`config.mk`:
```
export PLATFORM = sky130hd
export DESIGN_NAME = dtecl_top
export DESIGN_NICKNAME = d
export VERILOG_FILES = /design/src/design/dtecl_pkg.sv /design/src/design/dtecl_sync.sv /design/src/design/dtecl_tick.sv /design/src/design/dtecl_top.sv
export VERILOG_INCLUDE_DIRS = /design/src /design/src/design
export SDC_FILE = /design/constraint.sdc
export NUM_CORES = 1
export LEC_CHECK = 0
export BUFFER_PORTS_ARGS = -buffer_cell sky130_fd_sc_hd__buf_2
export CAP_MARGIN = 5
export CORE_MARGIN = 2
export CORE_UTILIZATION = 52
export CTS_CLUSTER_DIAMETER = 150
export DETAILED_ROUTE_END_ITERATION = 6
export PLACE_DENSITY_LB_ADDON = 0.1
export SLEW_MARGIN = 20
export SYNTH_ARGS = -nofsm -noshare
export SYNTH_HDL_FRONTEND = slang
export SYNTH_SLANG_ARGS = --single-unit
```
`constraint.sdc`:
```
create_clock -name sys_clk_i -period 2.1 [get_ports sys_clk_i]
set_input_delay 0.105 -clock sys_clk_i [delete_from_list [all_inputs] [get_ports sys_clk_i]]
set_output_delay 0.105 -clock sys_clk_i [all_outputs]
set_load 0.02 [all_outputs]
```
`src/design/dtecl_defs.svh`:
```
// constants for the terminal control-lead block: offsets, fields, resets and timing
`ifndef DTECL_DEFS_SVH
`define DTECL_DEFS_SVH
// ---------------------------------------------------------------
// register byte offsets
// ---------------------------------------------------------------
`define DTECL_OFF_IFACE   12'h000
`define DTECL_OFF_MODES   12'h004
`define DTECL_OFF_CLOCK   12'h008
`define DTECL_OFF_COMMIT  12'h00C
`define DTECL_OFF_EVENT   12'h010
`define DTECL_OFF_STATUS  12'h014
// ---------------------------------------------------------------
// field positions in the modes word (two bits each)
// ---------------------------------------------------------------
`define DTECL_MODE_RLSD_LSB  0
`define DTECL_MODE_DSR_LSB   2
`define DTECL_MODE_CTS_LSB   4
`define DTECL_MODE_TM_LSB    6
`define DTECL_MODE_CA_LSB    8
`define DTECL_MODE_LOSS_LSB  10
`define DTECL_MODE_HLOSS_LSB 12
// interface word: personality in [1:0], toggle interval in [6:4]
`define DTECL_IFACE_PERS_LSB 0
`define DTECL_IFACE_TOG_LSB  4
// clock word: bit0 reference (1 = returned clock), bit1 tx invert, bit2 rx invert
`define DTECL_CLK_REF_BIT    0
`define DTECL_CLK_TXINV_BIT  1
`define DTECL_CLK_RXINV_BIT  2
// ---------------------------------------------------------------
// reset values
// ---------------------------------------------------------------
`define DTECL_RST_IFACE  32'h0000_0000
// all leads automatic, loss from rts, hssi loss from ta
`define DTECL_RST_MODES  32'h0000_26AA
`define DTECL_RST_CLOCK  32'h0000_0001
// ---------------------------------------------------------------
// timing
// ---------------------------------------------------------------
`define DTECL_CLK_MHZ      200
`define DTECL_TICK_MS      1
`define DTECL_TICK_CYCLES  (`DTECL_CLK_MHZ * 1000 * `DTECL_TICK_MS)
`define DTECL_HALF_SEC_MS  500
`define DTECL_HALF_TICKS   (`DTECL_HALF_SEC_MS / `DTECL_TICK_MS)
`endif

```
`src/design/dtecl_pkg.sv`:
```
// types shared by the terminal control-lead block
`default_nettype none
package dtecl_pkg;
  // terminal personality, v35 first so it is the reset code
  typedef enum logic [1:0] {DTECL_V35, DTECL_RS449, DTECL_X21, DTECL_HSSI} dtecl_pers_t;
  // lead mode; automatic is code 2
  typedef enum logic [1:0] {DTECL_FORCE_OFF, DTECL_FORCE_ON, DTECL_AUTO, DTECL_MODE_RSV} dtecl_mode_t;
  // loss criterion
  typedef enum logic [1:0] {DTECL_LOSS_NONE, DTECL_LOSS_RTS, DTECL_LOSS_DTR, DTECL_LOSS_RSV} dtecl_loss_t;
endpackage : dtecl_pkg
`default_nettype wire

```
`src/design/dtecl_sync.sv`:
```
// three-stage input synchroniser with agreement of the last two stages
`timescale 1ns/1ps
`default_nettype none
module dtecl_sync
(
  input  wire logic sys_clk_i,  // system clock
  input  wire logic rst_b_i,    // synchronous reset, active low
  input  wire logic async_i,    // level from outside the domain
  output logic      level_o     // filtered level
);
  // ---------------------------------------------------------------
  // state
  // ---------------------------------------------------------------
  typedef struct packed {
    logic s1;   // first stage, read only by s2
    logic s2;
    logic s3;
    logic lvl;
  } dtecl_sync_st_t;
  dtecl_sync_st_t st;
  dtecl_sync_st_t next_st;

  // next state: level moves only once stages two and three agree
  always_comb
  begin
    next_st     = st;
    next_st.s1  = async_i;
    next_st.s2  = st.s1;
    next_st.s3  = st.s2;
    if (st.s2 == st.s3)
    begin
      next_st.lvl = st.s3;
    end
  end

  // register the state
  always_ff @(posedge sys_clk_i)
  begin
    if (!rst_b_i)
      st <= '0;
    else
      st <= next_st;
  end

  assign level_o = st.lvl;
endmodule : dtecl_sync
`default_nettype wire

```
`src/design/dtecl_tick.sv`:
```
// millisecond tick divider for the toggle timer
`timescale 1ns/1ps
`default_nettype none
`include "dtecl_defs.svh"
module dtecl_tick
#(
  parameter int TICK_CYCLES = `DTECL_TICK_CYCLES  // cycles per tick
)
(
  input  wire logic sys_clk_i,  // system clock
  input  wire logic rst_b_i,    // synchronous reset, active low
  output logic      tick_o      // one-cycle enable
);
  // ---------------------------------------------------------------
  // state
  // ---------------------------------------------------------------
  typedef struct packed {
    logic [19:0] cnt;   // cycles left in this tick
    logic        tick;
  } dtecl_tick_st_t;
  dtecl_tick_st_t st;
  dtecl_tick_st_t next_st;

  // count down and pulse on wrap
  always_comb
  begin
    next_st      = st;
    next_st.tick = 1'b0;
    if (st.cnt == 20'h0_0000)
    begin
      next_st.cnt  = 20'(TICK_CYCLES - 1);
      next_st.tick = 1'b1;
    end
    else
    begin
      next_st.cnt = st.cnt - 20'h0_0001;
    end
  end

  always_ff @(posedge sys_clk_i)
  begin
    if (!rst_b_i)
      st <= '0;
    else
      st <= next_st;
  end

  assign tick_o = st.tick;
endmodule : dtecl_tick
`default_nettype wire

```
`src/design/dtecl_top.sv`:
```
// terminal control leads, clock selection and loss detection behind an axi4-lite slave
`timescale 1ns/1ps
`default_nettype none
`include "dtecl_defs.svh"
module dtecl_top
  import dtecl_pkg::*;
#(
  parameter int TICK_CYCLES = `DTECL_TICK_CYCLES  // cycles per millisecond tick
)
(
  input  wire logic        sys_clk_i,      // system clock, 200 mhz
  input  wire logic        rst_b_i,        // synchronous reset, active low
  // axi4-lite slave
  input  wire logic [11:0] s_axi_awaddr,
  input  wire logic        s_axi_awvalid,
  output logic             s_axi_awready,
  input  wire logic [31:0] s_axi_wdata,
  input  wire logic [3:0]  s_axi_wstrb,
  input  wire logic        s_axi_wvalid,
  output logic             s_axi_wready,
  output logic [1:0]       s_axi_bresp,
  output logic             s_axi_bvalid,
  input  wire logic        s_axi_bready,
  input  wire logic [11:0] s_axi_araddr,
  input  wire logic        s_axi_arvalid,
  output logic             s_axi_arready,
  output logic [31:0]      s_axi_rdata,
  output logic [1:0]       s_axi_rresp,
  output logic             s_axi_rvalid,
  input  wire logic        s_axi_rready,
  // system events
  input  wire logic        port_oos_i,     // pulse: a network port left service
  input  wire logic        net_loop_i,     // pulse: a network loopback was set
  input  wire logic        net_clean_i,    // link up with clean signal
  input  wire logic        net_any_i,      // at least one network signal active
  // terminal inputs (asynchronous)
  input  wire logic        dte_rts_i,      // rts, or x21 control
  input  wire logic        dte_dtr_i,
  input  wire logic        dte_test_i,     // test-enabling leads
  input  wire logic        dte_ta_i,       // hssi ta
  input  wire logic        dte_scte_i,     // returned clock, or x21 x
  input  wire logic        sct_i,          // own transmit clock
  input  wire logic        rxc_i,          // own receive clock
  // terminal outputs
  output logic             dte_rlsd_o,     // carrier detect, or x21 indication
  output logic             dte_ca_o,
  output logic             dte_dsr_o,
  output logic             dte_cts_o,
  output logic             dte_tm_o,
  output logic             dte_sct_o,      // transmit clock to terminal, or x21 s
  output logic             dte_rxc_o,      // receive clock to terminal
  output logic             tx_ref_o,       // transmit timing reference
  output logic             dte_loss_o      // terminal loss of signal
);
  // ---------------------------------------------------------------
  // state
  // ---------------------------------------------------------------
  typedef struct packed {
    logic [31:0] p_iface;   // pending settings
    logic [31:0] p_modes;
    logic [31:0] p_clock;
    logic [31:0] c_iface;   // committed settings
    logic [31:0] c_modes;
    logic [31:0] c_clock;
    logic [11:0] tog_cnt;   // ms left in toggle interval
    logic        aw_hold;
    logic [11:0] aw_addr;
    logic        w_hold;
    logic [31:0] w_data;
    logic [3:0]  w_strb;
    logic        bvalid;
    logic [1:0]  bresp;
    logic        rvalid;
    logic [31:0] rdata;
    logic [1:0]  rresp;
    logic        rlsd;
    logic        ca;
    logic        dsr;
    logic        cts;
    logic        tm;
    logic        loss;
    logic        sct;
    logic        rxc;
    logic        txref;
  } dtecl_st_t;
  dtecl_st_t st;
  dtecl_st_t next_st;

  logic tick;       // millisecond enable
  logic rts_s;      // synchronised terminal leads
  logic dtr_s;
  logic test_s;
  logic ta_s;
  logic scte_s;
  logic sct_s;
  logic rxc_s;

  // ---------------------------------------------------------------
  // synchronisers and divider
  // ---------------------------------------------------------------
  logic [6:0] raw_in;
  logic [6:0] syn_out;
  assign raw_in = {dte_rts_i, dte_dtr_i, dte_test_i, dte_ta_i, dte_scte_i, sct_i, rxc_i};
  assign {rts_s, dtr_s, test_s, ta_s, scte_s, sct_s, rxc_s} = syn_out;

  // one synchroniser per outside lead
  for (genvar g = 0; g < 7; g++)
  begin : g_sync
    dtecl_sync u_sync
    (
      .sys_clk_i (sys_clk_i),
      .rst_b_i   (rst_b_i),
      .async_i   (raw_in[g]),
      .level_o   (syn_out[g])
    );
  end

  dtecl_tick #(.TICK_CYCLES(TICK_CYCLES)) u_tick
  (
    .sys_clk_i (sys_clk_i),
    .rst_b_i   (rst_b_i),
    .tick_o    (tick)
  );

  // ---------------------------------------------------------------
  // decoded committed settings
  // ---------------------------------------------------------------
  dtecl_pers_t pers;
  dtecl_mode_t m_rlsd;
  dtecl_mode_t m_dsr;
  dtecl_mode_t m_cts;
  dtecl_mode_t m_tm;
  dtecl_mode_t m_ca;
  dtecl_loss_t m_loss;
  logic [2:0]  tog_sel;
  logic        hloss_ta;    // hssi criterion: 1 = ta, 0 = none
  assign pers     = dtecl_pers_t'(st.c_iface[`DTECL_IFACE_PERS_LSB +: 2]);
  assign tog_sel  = st.c_iface[`DTECL_IFACE_TOG_LSB +: 3];
  assign m_rlsd   = dtecl_mode_t'(st.c_modes[`DTECL_MODE_RLSD_LSB +: 2]);
  assign m_dsr    = dtecl_mode_t'(st.c_modes[`DTECL_MODE_DSR_LSB +: 2]);
  assign m_cts    = dtecl_mode_t'(st.c_modes[`DTECL_MODE_CTS_LSB +: 2]);
  assign m_tm     = dtecl_mode_t'(st.c_modes[`DTECL_MODE_TM_LSB +: 2]);
  assign m_ca     = dtecl_mode_t'(st.c_modes[`DTECL_MODE_CA_LSB +: 2]);
  assign m_loss   = dtecl_loss_t'(st.c_modes[`DTECL_MODE_LOSS_LSB +: 2]);
  assign hloss_ta = st.c_modes[`DTECL_MODE_HLOSS_LSB + 1];

  // lead mode resolution; reserved code behaves as forced off
  function automatic logic lead(input dtecl_mode_t m, input logic auto_cond);
    logic r;
    r = 1'b0;
    unique case (m)
      DTECL_FORCE_ON: r = 1'b1;
      DTECL_AUTO:     r = auto_cond;
      default:        r = 1'b0;
    endcase
    return r;
  endfunction : lead

  // toggle interval in ticks: 0 or 5 to 7 means none, else n half seconds
  logic [11:0] tog_len;
  always_comb
  begin
    tog_len = 12'h000;
    if (tog_sel <= 3'h4)
    begin
      tog_len = 12'(tog_sel * `DTECL_HALF_TICKS);
    end
  end

  logic rate_evt;
  assign rate_evt = port_oos_i | net_loop_i;

  // ---------------------------------------------------------------
  // bus, settings and leads
  // ---------------------------------------------------------------
  logic        wr_go;
  logic        rd_go;
  logic [31:0] wmask;
  assign wr_go = st.aw_hold && st.w_hold && !st.bvalid;
  assign rd_go = s_axi_arvalid && !st.rvalid;
  assign wmask = {{8{st.w_strb[3]}}, {8{st.w_strb[2]}}, {8{st.w_strb[1]}}, {8{st.w_strb[0]}}};

  always_comb
  begin
    next_st = st;
    // accept address and data separately, in either order
    if (s_axi_awvalid && !st.aw_hold)
    begin
      next_st.aw_hold = 1'b1;
      next_st.aw_addr = s_axi_awaddr;
    end
    if (s_axi_wvalid && !st.w_hold)
    begin
      next_st.w_hold = 1'b1;
      next_st.w_data = s_axi_wdata;
      next_st.w_strb = s_axi_wstrb;
    end
    // perform write once both halves are here
    if (wr_go)
    begin
      next_st.aw_hold = 1'b0;
      next_st.w_hold  = 1'b0;
      next_st.bvalid  = 1'b1;
      next_st.bresp   = 2'b00;
      unique case (st.aw_addr)
        `DTECL_OFF_IFACE:
          next_st.p_iface = (st.p_iface & ~wmask) | (st.w_data & wmask & 32'h0000_0073);
        `DTECL_OFF_MODES:
          next_st.p_modes = (st.p_modes & ~wmask) | (st.w_data & wmask & 32'h0000_3FFF);
        `DTECL_OFF_CLOCK:
          next_st.p_clock = (st.p_clock & ~wmask) | (st.w_data & wmask & 32'h0000_0007);
        `DTECL_OFF_COMMIT:
          begin
            // all pending settings take effect at once
            if (st.w_strb[0] && st.w_data[0])
            begin
              next_st.c_iface = st.p_iface;
              next_st.c_modes = st.p_modes;
              next_st.c_clock = st.p_clock;
            end
          end
        `DTECL_OFF_EVENT: ;    // software rate event, handled below
        default: next_st.bresp = 2'b10;
      endcase
    end
    if (st.bvalid && s_axi_bready)
    begin
      next_st.bvalid = 1'b0;
    end
    // reads answer one cycle after address
    if (rd_go)
    begin
      next_st.rvalid = 1'b1;
      next_st.rresp  = 2'b00;
      unique case (s_axi_araddr)
        `DTECL_OFF_IFACE:  next_st.rdata = st.p_iface;
        `DTECL_OFF_MODES:  next_st.rdata = st.p_modes;
        `DTECL_OFF_CLOCK:  next_st.rdata = st.p_clock;
        `DTECL_OFF_COMMIT: next_st.rdata = 32'h0000_0000;
        `DTECL_OFF_EVENT:  next_st.rdata = 32'h0000_0000;
        `DTECL_OFF_STATUS:
          next_st.rdata = {19'h0_0000, st.tog_cnt != 12'h000, st.loss,
                           st.rlsd, st.ca, st.dsr, st.cts, st.tm, 6'h00};
        default:
          begin
            next_st.rdata = 32'h0000_0000;
            next_st.rresp = 2'b10;
          end
      endcase
    end
    else if (st.rvalid && s_axi_rready)
    begin
      next_st.rvalid = 1'b0;
    end
    // toggle timer: a new event restarts the interval
    if (rate_evt || (wr_go && st.aw_addr == `DTECL_OFF_EVENT && st.w_data[0]))
    begin
      next_st.tog_cnt = tog_len;
    end
    else if (tick && st.tog_cnt != 12'h000)
    begin
      next_st.tog_cnt = st.tog_cnt - 12'h001;
    end
    // presence lead: rlsd, or ca in hssi, is held low while timer runs
    next_st.rlsd = (pers != DTECL_HSSI) && (st.tog_cnt == 12'h000)
                   && lead(m_rlsd, net_clean_i);
    next_st.ca   = (pers == DTECL_HSSI) && (st.tog_cnt == 12'h000)
                   && lead(m_ca, net_any_i);
    // rts input doubles as x21 control
    next_st.dsr  = (pers != DTECL_HSSI) && lead(m_dsr, dtr_s);
    next_st.cts  = (pers != DTECL_HSSI) && lead(m_cts, rts_s);
    next_st.tm   = (pers != DTECL_HSSI) && lead(m_tm, test_s);
    // loss of signal from the chosen lead
    if (pers == DTECL_HSSI)
    begin
      next_st.loss = hloss_ta && !ta_s;
    end
    else
    begin
      unique case (m_loss)
        DTECL_LOSS_RTS: next_st.loss = !rts_s;
        DTECL_LOSS_DTR: next_st.loss = !dtr_s;
        default:        next_st.loss = 1'b0;
      endcase
    end
    // clocks: x21 s and x share the sct and scte paths
    next_st.txref = st.c_clock[`DTECL_CLK_REF_BIT] ? scte_s : sct_s;
    next_st.sct   = sct_s ^ st.c_clock[`DTECL_CLK_TXINV_BIT];
    next_st.rxc   = rxc_s ^ st.c_clock[`DTECL_CLK_RXINV_BIT];
  end

  // register all state; reset sets documented defaults
  always_ff @(posedge sys_clk_i)
  begin
    if (!rst_b_i)
    begin
      st         <= '0;
      st.p_iface <= `DTECL_RST_IFACE;
      st.p_modes <= `DTECL_RST_MODES;
      st.p_clock <= `DTECL_RST_CLOCK;
      st.c_iface <= `DTECL_RST_IFACE;
      st.c_modes <= `DTECL_RST_MODES;
      st.c_clock <= `DTECL_RST_CLOCK;
    end
    else
    begin
      st <= next_st;
    end
  end

  // ---------------------------------------------------------------
  // outputs
  // ---------------------------------------------------------------
  assign s_axi_awready = !st.aw_hold;
  assign s_axi_wready  = !st.w_hold;
  assign s_axi_bvalid  = st.bvalid;
  assign s_axi_bresp   = st.bresp;
  assign s_axi_arready = !st.rvalid;
  assign s_axi_rvalid  = st.rvalid;
  assign s_axi_rdata   = st.rdata;
  assign s_axi_rresp   = st.rresp;
  assign dte_rlsd_o    = st.rlsd;
  assign dte_ca_o      = st.ca;
  assign dte_dsr_o     = st.dsr;
  assign dte_cts_o     = st.cts;
  assign dte_tm_o      = st.tm;
  assign dte_sct_o     = st.sct;
  assign dte_rxc_o     = st.rxc;
  assign tx_ref_o      = st.txref;
  assign dte_loss_o    = st.loss;
endmodule : dtecl_top
`default_nettype wire

```
# After elaboration in Yosys (flattened, before gate mapping)

Index checks and enable logic that the tools add are counted.

Order comparisons: 1
Equal/unequal tests: 30
Add/subtract/negate cells: 2
Reduce and logical (&&, ||, !) cells: 43
Multiply operators: 1
Bitwise gates (word level): 12
Muxes and demuxes: 18

Operators with widths:

| kind                                                | count |
|---|---|
| one-hot mux 32 bit (4 select lines)                 | 1 |
| bitwise AND 32 bit                                  | 3 |
| == test 12 x 4 -> 1 bit (second input constant)     | 4 |
| == test 12 x 5 -> 1 bit (second input constant)     | 3 |
| zero test 12 bit                                    | 3 |
| two-way mux 12 bit                                  | 3 |
| inverter 32 bit                                     | 1 |
| bitwise OR 32 x 14 -> 32 bit                        | 1 |
| bitwise OR 32 x 3 -> 32 bit                         | 1 |
| bitwise OR 32 x 7 -> 32 bit                         | 1 |
| == test 12 x 3 -> 1 bit (second input constant)     | 2 |
| zero test 20 bit                                    | 1 |
| subtractor 20 x 1 -> 20 bit (second input constant) | 1 |
| logical AND 1 bit                                   | 19 |
| two-way mux 18 bit                                  | 1 |
| bitwise AND 14 bit                                  | 1 |
| == test 2 bit (second input constant)               | 7 |
| == test 2 x 1 -> 1 bit (second input constant)      | 6 |
| one-hot mux 1 bit (2 select lines)                  | 6 |
| nonzero test 12 bit                                 | 1 |
| subtractor 12 x 1 -> 12 bit (second input constant) | 1 |
| multiplier 3 x 7 -> 10 bit (second input constant)  | 1 |
| == test 1 bit                                       | 7 |
| zero test 1 bit                                     | 7 |
| other kinds (14)                                    | 25 |

Bits of input ports: 78
Logic and storage cells: 164
Output and inout bits: 50
Flip-flop bits (word level): 260

# Longest topological paths before layout

Gate-level depths: netlist (run 1).

Word-level depth: 6
Depth in mapped cells: 9
Depth with buffers taken out: 9

# Hierarchy

Synthesis (run 1) repeated with hierarchy kept, for this count alone.

Cell total of the unflattened synthesis: 1117
Area total of the unflattened synthesis: 10212.3 um2

By module, submodules not included:

| module     | area each (um2) | instances | sequential area each (um2) | cells an instance |
|---|---|---|---|---|
| dtecl_top  | 8421.8          | 1         | 4124.0                     | 940 |
| dtecl_tick | 975.9           | 1         | 420.4                      | 107 |
| dtecl_sync | 116.4           | 7         | 80.1                       | 10 |

# Worst setup path before layout (run 1)

No wires, ideal clock.

Path kind: flip-flop to flip-flop
From: reg st[177] (netlist name)
To: reg st[104] (netlist name)
Period minus slack after synthesis: 2.224 ns
Arrival: 2.164 ns
Path buffers: 0
Data required time: 2.040 ns
Library setup time: 0.060 ns
Stages on the path, launching flop included: 7
Setup slack: -0.124 ns
Cells stage by stage: dfxtp_1 -> fa_1 -> fa_1 -> inv_1 -> fa_1 -> o21ai_0 -> and3_1

Word-level cells in the longest chain between the ends: 3
Elaborated cells between the ends (all ways): 4
Those cells by class: mul (1); order compare (1); mux (2)

RTL lines:

| element                                                                     | line             | RTL |
|---|---|---|
| from (decl)                                                                 | dtecl_top.sv:86  | `dtecl_st_t st;` |
| from (signal assigned)                                                      | dtecl_top.sv:307 | `st <= next_st;` |
| multiplier 3 x 7 -> 10 bit (no line) or <= comparator 3 bit (tied branches) | --               |  |
| two-way mux 12 bit (*)                                                      | dtecl_top.sv:164 | `if (tog_sel <= 3'h4)` |
| two-way mux 12 bit (*)                                                      | dtecl_top.sv:256 | `` if (rate_evt \|\| (wr_go && st.aw_addr == `DTECL_OFF_EVENT && st.w_data[0])) `` |

Mark *: on every way between the ends. The rest lies on a longest branch, timed or not.
A chain may end at the register's enable or synchronous reset.

# Worst setup path after layout (run 1)

From: reg st[94] (netlist name)
To: reg st[110] (netlist name)

Word-level cells in the longest chain between the ends: 2

RTL lines:

| element                       | line             | RTL |
|---|---|---|
| == test 12 x 4 -> 1 bit       | dtecl_top.sv:205 | `unique case (st.aw_addr)` |
| AND reduction 3 bit (no line) | --               |  |

Every way passes these cells.

==> results of run 1 <==
power by group:
part / leakage [nW] / total, mW / internal, mW / switching (mW)
combinational: 2.47 / 1.48 / 0.690 / 0.793
clock: 0.459 / 4.78 / 2.86 / 1.92
sequential: 2.07 / 5.29 / 5.08 / 0.215
state kept, by name, summed over array words and instances, names as in the netlist, 2 cells and up, named ones only:
signal and cells:
m_cts 2, m_tm 2, g_sync.u_sync.level_o 7, u_tick.st 20, m_loss 2, g_sync.u_sync.st 7
m_dsr 2, pers 2, m_ca 2, s_axi_rdata 32, g_sync.u_sync.next_st 14, st 124
m_rlsd 2
path summary, 6_finish.rpt:
check | startpoint | end | slack [ns]
worst max-delay path | st[94] | st[110] | -0.01
worst min-delay path | s_axi_araddr[5] | s_axi_rresp[1] | 0.05
worst max register to register | st[94] | st[110] | -0.01
worst min register to register | g_sync[2].u_sync.next_st[2] | g_sync[2].u_sync.next_st[1] | 0.43
per-layer routing:
| layer | vias to the layer above | GRT usage, % | wire (um) |
|---|---|---|---|
| li1 | 3888 | - | - |
| met1 | 3597 | 31.6 | 11000 |
| met2 | 182 | 35.5 | 10400 |
| met3 | 31 | 3.40 | 1090 |
| met4 | 0 | 5.42 | 418 |
| met5 | - | 0 | 0 |
cell type report:
type	count	area [sq um]
Clock inverter	9	81.3
Inverter	27	101
Timing Repair Buffer	199	1430
Fill cell	1537	6480
Multi-Input combinational cell	690	4370
Tap cell	234	293
Clock buffer	43	837
Sequential cell	255	5110
what timing repair did:
item	in CTS	in global routing
pin swaps	4	12
setup buffers	1	1
hold buffers	48	0
resized for setup	4	18
endpoints found under the hold margin	46	0
cloned	0	3
endpoints found under the setup margin	15	54
cell families after synthesis:
logic type                 synth area share [%]
muxes                                      3.62
other                                    0.0377
DFF                                        51.3
AOI/OAI and AO/OA                          12.6
adders and majority gates                  3.95
buffers and inverters                      5.93
xor gates and xnor gates                   1.76
and+or+nand+nor                            20.8
worst max-delay path: cells and delay by family, from the launching register on:
kind | cells | cell delay (ns)
buffers and inverters | 2 | 0.27
flip-flops | 1 | 0.31
AND/OR/NAND/NOR | 4 | 1.22
multiplexers | 1 | 0.17
cells in the final DEF, fill, tap and decap left out, types with 15 or more instances in the layout:
master         Yosys  final
inv_1             27     25
dlygate4sd3_1      0     48
mux2i_1           27     27
o21ai_0           38     36
nand3_1           25     25
a21oi_1           74     69
o21ai_1           23     25
dfxtp_1          255    252
and2_1            88     88
nor3_1            17     17
nor2_1            60     59
buf_4             37     37
buf_2             11    107
a222oi_1          25     25
nand2_1          146    146
xnor2_1           16     15
clkbuf_16          0     30
ha_1              25     23
through the flow:
step	power, mW	setup TNS [ns]	hold WS [ns]
after floorplan	6.37	0	0.204
after global placement	6.75	0	0.293
after detailed placement	6.76	-0.0916	0.296
after CTS	11.6	-0.0387	0.0274
after global routing	12.1	-0.316	0.0640
final	11.6	-0.0164	0.0509
==> impl_results.md, run 1 <==
* Vias/cell at 5.28
* Drc violations at 0
* Ys async rst share at 0%
* First-pass DRT Iterations at 6
* Critical path, cell by cell: or4_4, nor4b_4, and4_4, buf_12, clkbuf_16, mux2i_1, nor2_1
* Grt ovf at 0
* Pre-CTS worst setup slack at -0.0688 ns
* CTS root buf: clkbuf_16
* Fin worst setup slack at -0.0115 ns
* CTS clk-pin slew, worst paths at 0.06 ns
* Global-route wire length before repair at 36,700 um
* FF+latch count, synth at approximately 260
* Row count at 50
* Post-synth EDFFs at 0
* HP Class: in2reg
* DP Cell Count at around 1,400
* Pleak at approximately 5.0 nW
* Vias at 7,698
* Cell Area, Synth at 0.00994 sq mm
* Worst EP arrival at 2.51 ns
* Worst slew pin tran at around 0.79 ns
* DRT antenna net count at 0
* Worst Setup Start Kind: register
* Max Cap Viol at 0
* Die ar. at 0.0202 sq mm
* CTS tree: done
* Final #Nets at 1,308
* Yosys cell types at 62
* Peak VDD IR at 629 uV
* Yosys top cell by area: dfxtp_1
* CTS Sinks at 255
* P per Cell Area at between 900 and 1000 mW/mm^2
* Ys Warns at 0
* Layout Utilization at approximately 65%
* Unrepaired setup endpoints after global routing: yes
* Post-layout minimum cycle time at 2.11 ns
* Top-area cell type share of the netlist area at 51.3%
* Synth area leaders: dfxtp_1, and2_1, nand2_1, a21oi_1, ha_1
* Clk_skew at 0.0187 ns
* IO Port Bufs at 107
* Final Wtd Congestion at roughly 0.8
* Post-synth top flop: dfxtp_1
* Initial antenna violation count at 0
* Synth cell count leaders: dfxtp_1, nand2_1, and2_1
* Max clock buf depth at 3
* Status: complete, but fails checks
* Peak Freq at between 0.4 and 0.5 GHz
* Insertion delay to the later sink of the worst-skew pair at approximately 0.54 ns
* # diodes at 0
* Final hold violations at 0
* WHS Path Cells at 4
* Slew HR at 47.5%
* Initial Util at between 50% and 60%
* CP max stage delay at 0.58 ns
* Number of global-route vias before repair at 7,415
* Failing checks: negative setup slack
* Total GRT Usage at 22.2%
* CP endpoint kind: register
* Finished Layout Cells at 1,457
* I/O pins at ~130
* Largest net degree at the start of global routing at 84
* Final instance area at about 0.012 sq mm
* Slowest CP cell: or4_4
* Die width at 142 um
* Layout cells sized above 1 at 19.9%
* Worst path required time at 2.50 ns
* Drt initial violations at between 500 and 600
* Most frequent cell after synthesis: dfxtp_1
* R2R depth at 7
* Pins over their slew limit at 0
* Area of the core at 0.0187 sq mm
* Post-Synthesis Cells at 1,055
* Avg Inst Size Synth at 9.42 sq um
* Placed inst area at 0.0106 sq mm
* CP Class: reg2reg
* DP Wirelength at 14,700 um
* Period Utilization, post-route at 101%
* CP Max Fanout at 7
* Register area share after synthesis at between 50% and 60%
* WL final at 23,000 um
* Die Height at about 140 um
* CTS Buf Count at 28
* Area delta synth->final at 22.9%
* H-Tree Depth at 1
* WL per Instance at 15.8 um
* Final setup violation count at 2
No activity file was read; power rests on OpenSTA's default activity.
==> run 2, diff against run 1 <==
- CORE_UTILIZATION: 52 -> 62
- clock period: 2.1 -> 2.57 ns (I/O delays scaled with it)
==> run 2 against run 1 <==
Net effect: the run ends with design-rule violations left; final cell count is 3.2% lower; first-iteration DRC count is 3.8% lower; maximum frequency is 11% lower; sequential share of layout area is 1.6 points higher; global-route usage is 3.5 points higher; register-to-register slack better by 0.22 ns; routed wire length is 3.7% lower; critical path depth is 1 lower; sequential cell count stayed put; setup slack better by 0.22 ns; clock power is 24% lower.
==> impl_results.md, run 2 (synthesis gave the netlist of run 1 again) <==
* Post-CTS Resized at 0
* Pins over their slew limit at 0
* Critical path, cell by cell: fa_1, fa_1, inv_1, fa_1, o21ai_0, and3_1
* Number of global-route vias before repair at 7,147
* Initial antenna violation count at 1
* Drt initial violations at 551
* Post-layout minimum cycle time at approximately 2.4 ns
* H-Tree Depth at 1
* # Post-CTS Setup Buffers at 0
* CP Class: reg2reg
* CP top delay family: adder cells
* Worst EP arrival at 2.82 ns
* Vias at 7,666
* Most frequent cells in the layout: dfxtp_1, nand2_1, buf_2
* First-pass DRT Iterations at 7
* DRT antenna net count at 0
* Largest net degree at the start of global routing at 45
* Final #Nets at 1,282
* Top reg by flops: st
* CTS root buf: clkbuf_16
* Vias/cell at 5.43
* Area of the core at 0.0158 sq mm
* CP endpoint kind: register
* Max reg flops at 124
* HP Class: in2reg
* IO Port Bufs at 107
* Unrepaired setup endpoints after global routing: no
* Die width at roughly 130 um
* Area delta synth->final at 18.2%
* Slowest CP cell: fa_1
* Peak Freq at around 0.42 GHz
* DP Cell Count at 1,318
* Final Wtd Congestion at 0.789
* Global-route wire length before repair at roughly 35,000 um
* Worst path required time at 3.03 ns
* Cts hold-fix bufs at 45
* Initial Util at 63.1%
* Min-delay src: s_axi_araddr[4]
* Finished Layout Cells at 1,411
* # diodes at 0
* CP max stage delay at 0.55 ns
* Max Cap Viol at 0
* Reg2reg end: st[104]
* Setup Total Neg Slack at 0 ns
* CTS Buf Count at 26
* Area of the multi-input gates at 0.00427 sq mm
* P per Cell Area at 776 mW/mm^2
* DP Wirelength at 14,100 um
* WL final at 22,100 um
* Peak VDD IR at 574 uV
* FF/Latch Area at 0.00510 sq mm
* Slew HR at 48.2%
* Worst hold path endpoint: s_axi_rresp[1]
* Final setup violation count at 0
* Die ar. at 0.0171 sq mm
* Worst slew pin tran at 0.773 ns
* Post-layout total power at 9.12 mW
* Row count at 46
* CP Max Fanout at 7
* WP buf/inv at 1
* Pleak at 4.82 nW
* Most common cell after layout, fill and taps aside: dfxtp_1
* CTS tree: done
* Clk_skew at 0.0212 ns
* R2R Setup Slk at 0.21 ns
* Status: complete, but fails checks
* Max clock buf depth at 3
* Layout cells sized above 1 at 16.2%
* R2R depth at 6
* Reg2Reg Launch Point: st[177]
* CTS clk-pin slew, worst paths at about 0.060 ns
* Worst path most repeated cell: fa_1
* Insertion delay to the later sink of the worst-skew pair at 0.53 ns
* WHS Path Cells at 3
* Die Height at 131 um
* I/O pins at roughly 130
* Drc violations at 2
* Total GRT Usage at 25.7%
* CTS Sinks at 255
* Final hold violations at 0
* FILL cells at 1,207
* Worst Setup Start Kind: register
* Period Utilization, post-route at between 90% and 100%
* Grt ovf at 0
* Layout Utilization at between 70 and 80%
* Failing checks: design-rule violations
* WL per Instance at 15.7 um
[run 2: cell types whose count changed in the layout (fill, tap and decap cells not counted), sizes merged]
cell	change
clkbuf	-6
clkinv	-1
bufinv	+1
dlygate4sd3	-3
buf	-19
[run 2: worst max path at each step]
stage | from | end | slack (ns) | depth (start not counted)
3_3_place_gp | st[177] | st[104] | 0.24 | 6
2_1_floorplan | st[177] | st[104] | 0.35 | 6
5_1_grt | st[178] | st[104] | 0.08 | 8
3_5_place_dp | st[177] | st[104] | 0.22 | 6
4_1_cts | st[177] | st[104] | 0.21 | 6
6_report | st[177] | st[104] | 0.21 | 6
[run 2: through the flow]
step                      hold slack (ns)  setup WS, ns  instance area, sq um
after floorplan                     0.228         0.346                  9950
after detailed placement            0.326         0.215                 10500
after global routing               0.0333        0.0754                 11800
final                              0.0211         0.210                 11800
after global placement              0.318         0.239                 10500
after CTS                         0.00330         0.209                 11800
[run 2: metal layers]
layer	share of wire [%]	vias up	global-route usage [%]
li1	-	3849	-
met1	46	3575	34.6
met2	48	200	43.8
met3	4.4	40	3.66
met4	2.2	2	6.32
met5	0.050	-	0
[run 2: worst reg2reg max path, cell delays in order, from the launching register on]
cell,delay [ns]
dfxtp_1,0.51
fa_1,0.55
fa_1,0.47
inv_1,0.08
fa_1,0.39
o21ai_0,0.15
and3_1,0.15
[run 2: final cells by class]
class,count,area share [%]
multi-input cells,690,36.3
repair buffers,175,10.1
clock buffers,39,6.12
clock inverters,9,0.936
flip-flops and latches,255,43.4
inverters,27,0.862
well taps,216,2.30
[run 2: power by group]
part	leakage (nW)	total, mW	switching (mW)	internal (mW)
clock network	0.407	3.65	1.51	2.14
logic	2.34	1.14	0.629	0.511
registers	2.07	4.33	0.177	4.15
